==> config.mk <==
export PLATFORM = sky130hd
export DESIGN_NAME = panel_control
export DESIGN_NICKNAME = d
export VERILOG_FILES = /design/src/logic/panel_pkg.sv /design/src/logic/panel_control.sv
export SDC_FILE = /design/constraint.sdc
export NUM_CORES = 1
export LEC_CHECK = 0
export ABC_AREA = 1
export BUFFER_PORTS_ARGS = -buffer_cell sky130_fd_sc_hd__buf_2
export CAP_MARGIN = 30
export CORE_MARGIN = 3
export CORE_UTILIZATION = 39
export DETAILED_ROUTE_END_ITERATION = 6
export PLACE_DENSITY_LB_ADDON = 0.1
export SETUP_SLACK_MARGIN = 0.3
export SLEW_MARGIN = 20
export SYNTH_ARGS = -nofsm -noshare
export SYNTH_HDL_FRONTEND = slang
export SYNTH_SLANG_ARGS = --single-unit
==> constraint.sdc <==
create_clock -name i_clock -period 2.39 [get_ports i_clock]
set_input_delay 0.478 -clock i_clock [delete_from_list [all_inputs] [get_ports i_clock]]
set_output_delay 0.478 -clock i_clock [all_outputs]
set_load 0.02 [all_outputs]
==> src/logic/panel_pkg.sv <==
// Purpose: shared constants and types for the front-panel logic
// Assumes: 50 MHz clock
// Notes:   times kept in their own units, debounce, flash and activity cycle counts derived here
package panel_pkg;
    localparam int unsigned CLOCK_HZ        = 50_000_000;
    localparam int unsigned DEBOUNCE_MS     = 20;
    localparam int unsigned DEBOUNCE_CYCLES = CLOCK_HZ / 1000 * DEBOUNCE_MS;
    localparam int unsigned SHORT_HOLD_S    = 5;
    localparam int unsigned LONG_HOLD_S     = 10;
    localparam int unsigned WIRE_TEST_S     = 3600;
    localparam int unsigned FLASH_MS        = 250;
    localparam int unsigned FLASH_CYCLES    = CLOCK_HZ / 1000 * FLASH_MS;
    localparam int unsigned ACT_MS          = 50;
    localparam int unsigned ACT_CYCLES      = CLOCK_HZ / 1000 * ACT_MS;

    // apb register map
    localparam logic [7:0] ADDR_STATUS  = 8'h00;
    localparam logic [7:0] ADDR_MASK    = 8'h04;
    localparam logic [7:0] ADDR_CONTROL = 8'h08;
    localparam logic [7:0] ADDR_STATE   = 8'h0C;

    // event bits
    localparam int EV_WIRE_TEST  = 0;
    localparam int EV_ALIGN_EXCH = 1;
    localparam int EV_ALIGN_STAT = 2;
    localparam int EV_WIRE_END   = 3;
    localparam int EV_WIDTH      = 4;
    localparam logic [EV_WIDTH-1:0] MASK_RESET = 4'h0;

    // control bits
    localparam int CTL_FAILURE   = 0;
    localparam int CTL_SEAL_REQ  = 1;

    typedef enum logic [2:0] {
        MODE_IDLE      = 3'h0,
        MODE_COMMAND   = 3'h1,
        MODE_ALIGN     = 3'h2,
        MODE_TRANSPOND = 3'h3,
        MODE_LOOPBACK  = 3'h4
    } unit_mode_t;

    typedef enum logic [1:0] {
        BTN_UP   = 2'b00,
        BTN_DOWN = 2'b01
    } button_state_t;

    typedef struct packed {
        logic transmit_activity_indicator;
        logic receive_activity_indicator;
        logic alignment_indicator;
        logic failure_indicator;
        logic line_power_indicator;
        logic local_power_indicator;
    } leds_t;

    typedef struct packed {
        logic wire_test;
        logic align_exchange;
        logic align_station;
    } commands_t;
endpackage

==> src/logic/panel_control.sv <==
// Purpose: test pushbutton command decode and status indicator drive
// Assumes: apb slave with zero wait states, button, data and power pins synchronised here
// Notes:   hold-time thresholds are module parameters for simulation
`timescale 1ns/100ps

// How it works
// - a release before five seconds of hold starts wire test.
// - a release in five to ten seconds aligns toward the exchange side.
// - a release after ten seconds aligns toward a station termination.
// - align led is steady in command, alignment or transponder mode.
// - the alignment indicator flashes in loopback mode.
// - the failure indicator is steady on a reported internal failure.
// - the failure indicator flashes while wire test is active.
// - all four mode and activity indicators are dark when idle.
// - the transmit indicator flashes while customer data arrives.
// - the receive indicator flashes while data goes toward the customer.
// - the line power indicator follows presence of simplex current.
// - the local power indicator follows presence of local supply.
// - the sealing current supply works only under local power.
// - wire test ends on a second short press or after one hour.
module panel_control
    import panel_pkg::*;
#(
    parameter int unsigned DEBOUNCE = DEBOUNCE_CYCLES,
    parameter int unsigned SHORT_CY = CLOCK_HZ * SHORT_HOLD_S,
    parameter int unsigned LONG_CY  = CLOCK_HZ * LONG_HOLD_S,
    parameter longint unsigned WIRE_CY = 64'(CLOCK_HZ) * WIRE_TEST_S,
    parameter int unsigned FLASH    = FLASH_CYCLES,
    parameter int unsigned ACT_HOLD = ACT_CYCLES
) (
    input  wire logic        i_clock,
    input  wire logic        i_rst_n,
    input  wire logic        i_button_n,
    input  wire unit_mode_t  i_mode,
    input  wire logic        i_customer_data_in,
    input  wire logic        i_customer_data_out,
    input  wire logic        i_simplex_present,
    input  wire logic        i_local_present,
    input  wire logic        i_sealing_current_select,
    input  wire logic        i_psel,
    input  wire logic        i_penable,
    input  wire logic        i_pwrite,
    input  wire logic [7:0]  i_paddr,
    input  wire logic [31:0] i_pwdata,
    output logic      [31:0] o_prdata,
    output logic             o_pready,
    output logic             o_pslverr,
    output commands_t        o_command,
    output logic             o_wire_test_active,
    output logic             o_sealing_supply_on,
    output leds_t            o_leds,
    output logic             o_irq
);
    // ------------------------------------------------------------
    // input synchronisers
    // ------------------------------------------------------------
    logic [4:0] sync_a;
    logic [4:0] sync_b;
    always_ff @(posedge i_clock) begin
        if (!i_rst_n) begin
            // idle levels: button released, all else absent
            sync_a <= 5'h10;
            sync_b <= 5'h10;
        end else begin
            sync_a <= {i_button_n, i_customer_data_in, i_customer_data_out,
                       i_simplex_present, i_local_present};
            sync_b <= sync_a;
        end
    end
    wire button_raw = ~sync_b[4];
    wire data_in_s  = sync_b[3];
    wire data_out_s = sync_b[2];
    wire simplex_s  = sync_b[1];
    wire local_s    = sync_b[0];

    // ------------------------------------------------------------
    // debounce and hold timing
    // ------------------------------------------------------------
    button_state_t btn, next_btn;
    logic [31:0] deb_cnt, next_deb_cnt;
    logic [31:0] hold_cnt, next_hold_cnt;
    commands_t   cmd, next_cmd;
    always_comb begin
        next_btn      = btn;
        next_deb_cnt  = 32'h0;
        next_hold_cnt = hold_cnt;
        next_cmd      = '0;
        if ((btn == BTN_DOWN) != button_raw) begin
            next_deb_cnt = deb_cnt + 32'h1;
            if (deb_cnt >= 32'(DEBOUNCE - 1)) begin
                next_deb_cnt = 32'h0;
                if (btn == BTN_UP) begin
                    next_btn      = BTN_DOWN;
                    next_hold_cnt = 32'h0;
                end else begin
                    next_btn = BTN_UP;
                    if (hold_cnt < 32'(SHORT_CY))
                        next_cmd.wire_test = 1'b1;
                    else if (hold_cnt > 32'(SHORT_CY) &&
                             hold_cnt < 32'(LONG_CY))
                        next_cmd.align_exchange = 1'b1;
                    else if (hold_cnt > 32'(LONG_CY))
                        next_cmd.align_station = 1'b1;
                end
            end
        end
        if (btn == BTN_DOWN && hold_cnt != 32'hFFFF_FFFF)
            next_hold_cnt = hold_cnt + 32'h1;
    end
    always_ff @(posedge i_clock) begin
        if (!i_rst_n) begin
            btn      <= BTN_UP;
            deb_cnt  <= 32'h0;
            hold_cnt <= 32'h0;
            cmd      <= '0;
        end else begin
            btn      <= next_btn;
            deb_cnt  <= next_deb_cnt;
            hold_cnt <= next_hold_cnt;
            cmd      <= next_cmd;
        end
    end

    // ------------------------------------------------------------
    // wire test mode and timeout
    // ------------------------------------------------------------
    logic        wire_test, next_wire_test;
    logic [63:0] wt_cnt, next_wt_cnt;
    logic        wt_end, next_wt_end;
    always_comb begin
        next_wire_test = wire_test;
        next_wt_cnt    = wt_cnt;
        next_wt_end    = 1'b0;
        if (wire_test) begin
            next_wt_cnt = wt_cnt + 64'h1;
            if (next_cmd.wire_test || wt_cnt >= WIRE_CY - 1) begin
                next_wire_test = 1'b0;
                next_wt_end    = 1'b1;
            end
        end else if (next_cmd.wire_test) begin
            next_wire_test = 1'b1;
            next_wt_cnt    = 64'h0;
        end
    end
    always_ff @(posedge i_clock) begin
        if (!i_rst_n) begin
            wire_test <= 1'b0;
            wt_cnt    <= 64'h0;
            wt_end    <= 1'b0;
        end else begin
            wire_test <= next_wire_test;
            wt_cnt    <= next_wt_cnt;
            wt_end    <= next_wt_end;
        end
    end

    // ------------------------------------------------------------
    // flash timebase and activity stretch
    // ------------------------------------------------------------
    logic [31:0] fl_cnt, next_fl_cnt;
    logic        flash, next_flash;
    logic [31:0] tx_cnt, next_tx_cnt;
    logic [31:0] rx_cnt, next_rx_cnt;
    always_comb begin
        next_fl_cnt = fl_cnt + 32'h1;
        next_flash  = flash;
        if (fl_cnt >= 32'(FLASH - 1)) begin
            next_fl_cnt = 32'h0;
            next_flash  = ~flash;
        end
        next_tx_cnt = (tx_cnt != 32'h0) ? tx_cnt - 32'h1 : 32'h0;
        next_rx_cnt = (rx_cnt != 32'h0) ? rx_cnt - 32'h1 : 32'h0;
        if (data_in_s)
            next_tx_cnt = 32'(ACT_HOLD);
        if (data_out_s)
            next_rx_cnt = 32'(ACT_HOLD);
    end
    always_ff @(posedge i_clock) begin
        if (!i_rst_n) begin
            fl_cnt <= 32'h0;
            flash  <= 1'b0;
            tx_cnt <= 32'h0;
            rx_cnt <= 32'h0;
        end else begin
            fl_cnt <= next_fl_cnt;
            flash  <= next_flash;
            tx_cnt <= next_tx_cnt;
            rx_cnt <= next_rx_cnt;
        end
    end

    // ------------------------------------------------------------
    // apb registers and interrupt
    // ------------------------------------------------------------
    logic [EV_WIDTH-1:0] status, next_status;
    logic [EV_WIDTH-1:0] mask, next_mask;
    logic [1:0]          control, next_control;
    logic [31:0]         rdata, next_rdata;
    wire access = i_psel && i_penable;
    wire wr     = access && i_pwrite;
    wire rd     = access && !i_pwrite;
    wire [EV_WIDTH-1:0] events = {wt_end, next_cmd.align_station,
                                  next_cmd.align_exchange,
                                  next_cmd.wire_test};
    always_comb begin
        next_status  = status;
        next_mask    = mask;
        next_control = control;
        next_rdata   = rdata;
        if (rd) begin
            unique case (i_paddr)
                ADDR_STATUS:  next_rdata = 32'(status);
                ADDR_MASK:    next_rdata = 32'(mask);
                ADDR_CONTROL: next_rdata = 32'(control);
                ADDR_STATE:   next_rdata = 32'({local_s, simplex_s,
                                                wire_test, i_mode});
                default:      next_rdata = 32'h0;
            endcase
            if (i_paddr == ADDR_STATUS)
                next_status = '0;
        end
        if (wr && i_paddr == ADDR_MASK)
            next_mask = i_pwdata[EV_WIDTH-1:0];
        if (wr && i_paddr == ADDR_CONTROL)
            next_control = i_pwdata[1:0];
        next_status = next_status | events;
    end
    always_ff @(posedge i_clock) begin
        if (!i_rst_n) begin
            status  <= '0;
            mask    <= MASK_RESET;
            control <= 2'h0;
            rdata   <= 32'h0;
        end else begin
            status  <= next_status;
            mask    <= next_mask;
            control <= next_control;
            rdata   <= next_rdata;
        end
    end
    assign o_prdata  = next_rdata;
    assign o_pready  = 1'b1;
    assign o_pslverr = 1'b0;
    assign o_irq     = |(status & mask);

    // ------------------------------------------------------------
    // outputs
    // ------------------------------------------------------------
    wire steady_align = (i_mode == MODE_COMMAND) || (i_mode == MODE_ALIGN)
                     || (i_mode == MODE_TRANSPOND);
    always_comb begin
        o_leds.alignment_indicator = steady_align
            || (i_mode == MODE_LOOPBACK && flash);
        o_leds.failure_indicator = control[CTL_FAILURE]
            || (wire_test && flash);
        o_leds.transmit_activity_indicator = (tx_cnt != 32'h0) && flash;
        o_leds.receive_activity_indicator  = (rx_cnt != 32'h0) && flash;
        o_leds.line_power_indicator  = simplex_s;
        o_leds.local_power_indicator = local_s;
    end
    assign o_command           = cmd;
    assign o_wire_test_active  = wire_test;
    assign o_sealing_supply_on = i_sealing_current_select
                              && local_s;
endmodule

=== Yosys cells after proc, flatten, opt, wreduce, memory -nomap -nowiden ===
Index checks and enable logic that the tools add are counted.

* Output and inout port bits: 46
* Word-level logic and storage cells: 113
* Flip-flop bits (word level): 284
* Input bits: 54

* Reductions and logical operators: 34
* Equality and inequality tests: 10
* Add/subtract/negate cells: 6
* Bitwise gates (word level): 8
* Multiplexer cells: 27
* $lt $le $gt $ge: 7

{| class="wikitable"
|+ Operators by type and width
! cell !! count
|-
| 2-to-1 mux 32 bit || 5
|-
| 2-to-1 mux 64 bit || 2
|-
| adder 32 x 1 -> 32 bit, second input constant || 3
|-
| 2-to-1 mux 22 bit || 4
|-
| adder 64 x 1 -> 64 bit, second input constant || 1
|-
| greater-or-equal comparator 64 x 38 -> 1 bit, second input constant || 1
|-
| nonzero test 32 bit || 2
|-
| subtractor 32 x 1 -> 32 bit, second input constant || 2
|-
| greater-or-equal comparator 32 x 20 -> 1 bit, second input constant || 1
|-
| greater-or-equal comparator 32 x 24 -> 1 bit, second input constant || 1
|-
| greater-than comparator 32 x 28 -> 1 bit, second input constant || 1
|-
| greater-than comparator 32 x 29 -> 1 bit, second input constant || 1
|-
| < comparator 32 x 28 -> 1 bit, second input constant || 1
|-
| < comparator 32 x 29 -> 1 bit, second input constant || 1
|-
| != test 32 bit, second input constant || 1
|-
| case mux 6 bit (4 select lines) || 1
|-
| == test 8 x 4 -> 1 bit, second input constant || 2
|-
| logical AND 1 bit || 12
|-
| 2-to-1 mux 1 bit || 9
|-
| 2-to-1 mux 3 bit || 3
|-
| OR reduction 3 bit || 3
|-
| == test 8 x 3 -> 1 bit, second input constant || 1
|-
| zero test 8 bit || 1
|-
| 2-to-1 mux 4 bit || 2
|-
| other kinds (17) || 31
|}

=== Longest topological paths before layout ===
* Depth after elaboration: 10
* Mapped depth: 15
* Mapped depth without buffers: 14

=== Least setup slack after synthesis ===
No wires, ideal clock.

* Path kind: in2out
* Start point: input i_paddr[1]
* End point: output o_prdata[0]
* Path buffers: 0
* Slack: 265 ps
* Stages on the path: 6
* Arrival time: 1647 ps
* Cell sequence: or2_2 -> nor4_1 -> nand2_1 -> nand2_1 -> o21ai_0 -> nand2_1

* Longest elaborated chain between the ends: 3

{| class="wikitable"
|+ Ends and longest elaborated chain
! element !! RTL line !! text
|-
| start: declaration || panel_control.sv:43 || <nowiki>input wire logic [7:0] i_paddr,</nowiki>
|-
| == test 8 x 4 -> 1 bit, or another cell as far along || panel_control.sv:211 || <nowiki>unique case (i_paddr)</nowiki>
|-
| case mux 6 bit (4 select lines) (*) || panel_control.sv:211 ||
|-
| 2-to-1 mux 32 bit (*) || panel_control.sv:210 || <nowiki>if (rd) begin</nowiki>
|-
| end: declaration || panel_control.sv:45 || <nowiki>output logic [31:0] o_prdata,</nowiki>
|}

Every way passes the cells marked *; elsewhere a longest branch is shown, timed or not.

==> reports/metrics.yaml <==
status: "finished, final reports clean"
clockRootBuffer: "clkbuf_16"
cts_buffer_depth: 3
tns_ns: 0
grt-ovfl-total: 0
max_stage_delay_ns: 0.32
die_w_um: 199
initial_core_util: 0.396
vdd_drop_max_mv: 0.602
yosys_warnings: 0
port_buffers: 69
hold_viol: 0
synthArstFlopShare: 0
syn_area_um2: 14500
critPathRequiredTime_ns: 1.91
design.die.area_um2: 39600
holdCritPathClass: "input pin to flip-flop"
clock_skew_ns: 0.0232
drtAntennaViolNets: 0
seq_area_um2: 5700
cts_max_level: 2
placed_cells: 2709
netlist_instances: 2177
max_freq_ghz: 0.436
io_pins: 100
setup_viol: 0
drt_wl_total_um: 39400
via_count: 14000
syn2layout_area_growth_pct: 21.9
slowest_stage: "dfxtp_2"
tightest_slew_ns: 0.536
nFillCells: 3736
path_cells: "nor2_2, and2_4, nand2_1, nor3_2, nand3_2, inv_2, nor2_1, buf_4"
crit_path_max_fanout: 2
cts_made_buffers: 35
cts.reportedPaths.clkPinSlew_ns: 0.06
slew_headroom: 0.639
grt_setup_unrepaired: "yes"
place.gp.congestion: 0.945
die_y_um: 199
cts_tree: "yes"
grt_start_max_net_pins: 57
critPathArrivalTime_ns: 1.81
end_kind: "output pin"
clock_latency_ns: 0.55
worstSetupStartpointType: "flip-flop"
final_cells: 2830
multiInputGateArea_um2: 7960
grt_pass1_wl_um: 63600
rows: 70
synth_cell_types: 54
wl_per_cell_um: 13.9
min_period_over_period: 0.959
crit_buf_inv: 2
drv_cap: 0
dr.pass1.iters: 6
powerDensity_nw_per_um2: 859
route.detailed.drc: 0
drt_first_iter_violations: 709
antenna_found_initial: 0
synth-seq-area-share: 0.390
synth_area_per_cell_um2: 6.67
coreArea_um2: 36700
drive_gt1_frac: 0.184
synth-main-ff-cell: "dfxtp_1"
synth-seq-cells: 283
p_leak_nw: 6.95
postCtsHoldBufs: 0
gr-usage-all-layers: 0.195
nets: 2399
clkSinkCount: 283
crit_type: "flip-flop to output pin"
cpLargestDelayFamily: "simple AND/OR/NAND/NOR gates"
routed_via_density: 4.95
fin_crit_ns: 2.29
synth_edf_count: 0
slew_violations: 0
grt_pass1_vias: 13200
dpl.hpwl_um: 27900
diodes: 0
power by group:
group / leakage, nW / internal (mW) / switching (mW)
logic: 4.08 / 1.93 / 2.29
registers: 2.31 / 5.19 / 0.413
clock network: 0.567 / 3.25 / 2.14
flip-flops by register name, indices dropped and copies added (netlist names):
signal / flops
sync_a: 5
control: 2
status: 4
deb_cnt: 32
o_wire_test_active: 1
mask: 4
tx_cnt: 32
flash: 1
rdata: 32
fl_cnt: 32
btn: 1
wt_end: 1
sync_b: 5
o_command: 3
hold_cnt: 32
rx_cnt: 32
wt_cnt: 64
timing repair:
item / CTS / global route
cloned: 0 / 2
gates resized for setup: 87 / 93
buffers inserted: 38 / 19
setup endpoints to repair: 35 / 154
pin swaps: 28 / 34
per-layer routing:
layer / track usage / vias to the layer above / routed length (um)
li1: - / 7266 / -
met1: 0.258 / 6419 / 18700
met2: 0.322 / 259 / 18000
met3: 0.0344 / 67 / 1660
met4: 0.0635 / 0 / 994
met5: 0 / - / 0
tightest hold or removal path: cells and delay by family:
family | cells | cell delay, ns
buffers and inverters | 2 | 0.12
AND/OR/NAND/NOR | 1 | 0.04
area by class of cell:
cell class	instances	area share
Clock buffer	46	0.0558
Clock inverter	16	0.0102
Inverter	270	0.0578
Multi-Input combinational cell	1586	0.450
Sequential cell	283	0.322
Tap cell	468	0.0331
Timing Repair Buffer	161	0.0712
through the flow:
| step | power, mW | area, um^2 | util | hold slack, ns | setup WS [ns] |
|---|---|---|---|---|---|
| final | 15.2 | 17700 | 0.482 | 0.124 | 0.0983 |
| after global routing | 16.2 | 17700 | 0.482 | 0.103 | 0.0103 |
| after CTS | 15.1 | 17200 | 0.469 | 0.0880 | 0.0346 |
| after detailed placement | 8.66 | 15500 | 0.423 | 0.398 | 0.0661 |
| after global placement | 8.62 | 15500 | 0.423 | 0.391 | 0.0645 |
| after floorplan | 7.99 | 14600 | - | 0.390 | 0.313 |
synthesized netlist by cell type, types with 4 or more instances:
master	number	area, um^2
nand2_2	14	87.6
or2_2	15	93.8
xor2_1	41	359
inv_2	12	45.0
clkbuf_1	16	60.1
nor3b_1	8	60.1
buf_2	20	100
nor4_1	15	93.8
o21ai_2	14	123
nor2_2	20	125
nand3_1	177	886
o21ai_0	58	290
and2_1	4	25.0
ha_1	8	100
buf_1	6	22.5
nand4_1	53	332
nor2_1	390	1460
nor3_1	91	455
inv_1	257	965
nand2_1	471	1770
dfxtp_1	283	5670
nor3_4	4	65.1
a21oi_1	116	581
xnor2_1	20	175
buf_4	7	52.6
buf_6	8	90.1
nor2_4	5	56.3
placed cells by master, fill, tap and decap left out, types with 22 or more instances in the layout:
cell,count
a21oi_1,114
clkbuf_16,37
nor2_2,37
buf_2,56
xor2_1,41
nor3_1,88
inv_1,244
nand2_2,38
buf_4,76
conb_1,22
dfxtp_2,24
nand2_1,444
dfxtp_1,257
inv_2,22
nand4_1,53
nor2_1,362
nand3_1,167
o21ai_0,55
final timing paths:
path | from | endpoint | slack, ns | cells past startpoint
max | tx_cnt[20] | o_leds[5] | 0.1 | 8
min | i_customer_data_out | sync_a[2] | 0.12 | 3
max reg2reg | tx_cnt[19] | tx_cnt[24] | 0.13 | 19
min reg2reg | sync_a[0] | sync_b[0] | 0.41 | 2
kinds of logic after synthesis:
family                   count (synthesis)  synth area share
AND/OR/NAND/NOR                       1285             0.392
other                                    2          0.000517
XOR/XNOR                                61            0.0368
buffers and inverters                  328            0.0932
multiplexers                             1          0.000689
adder cells (fa/ha/maj)                  8           0.00689
AO/OA/AOI/OAI                          209            0.0794
flip-flops                             283             0.390
No activity file was read; power rests on OpenSTA's default activity.
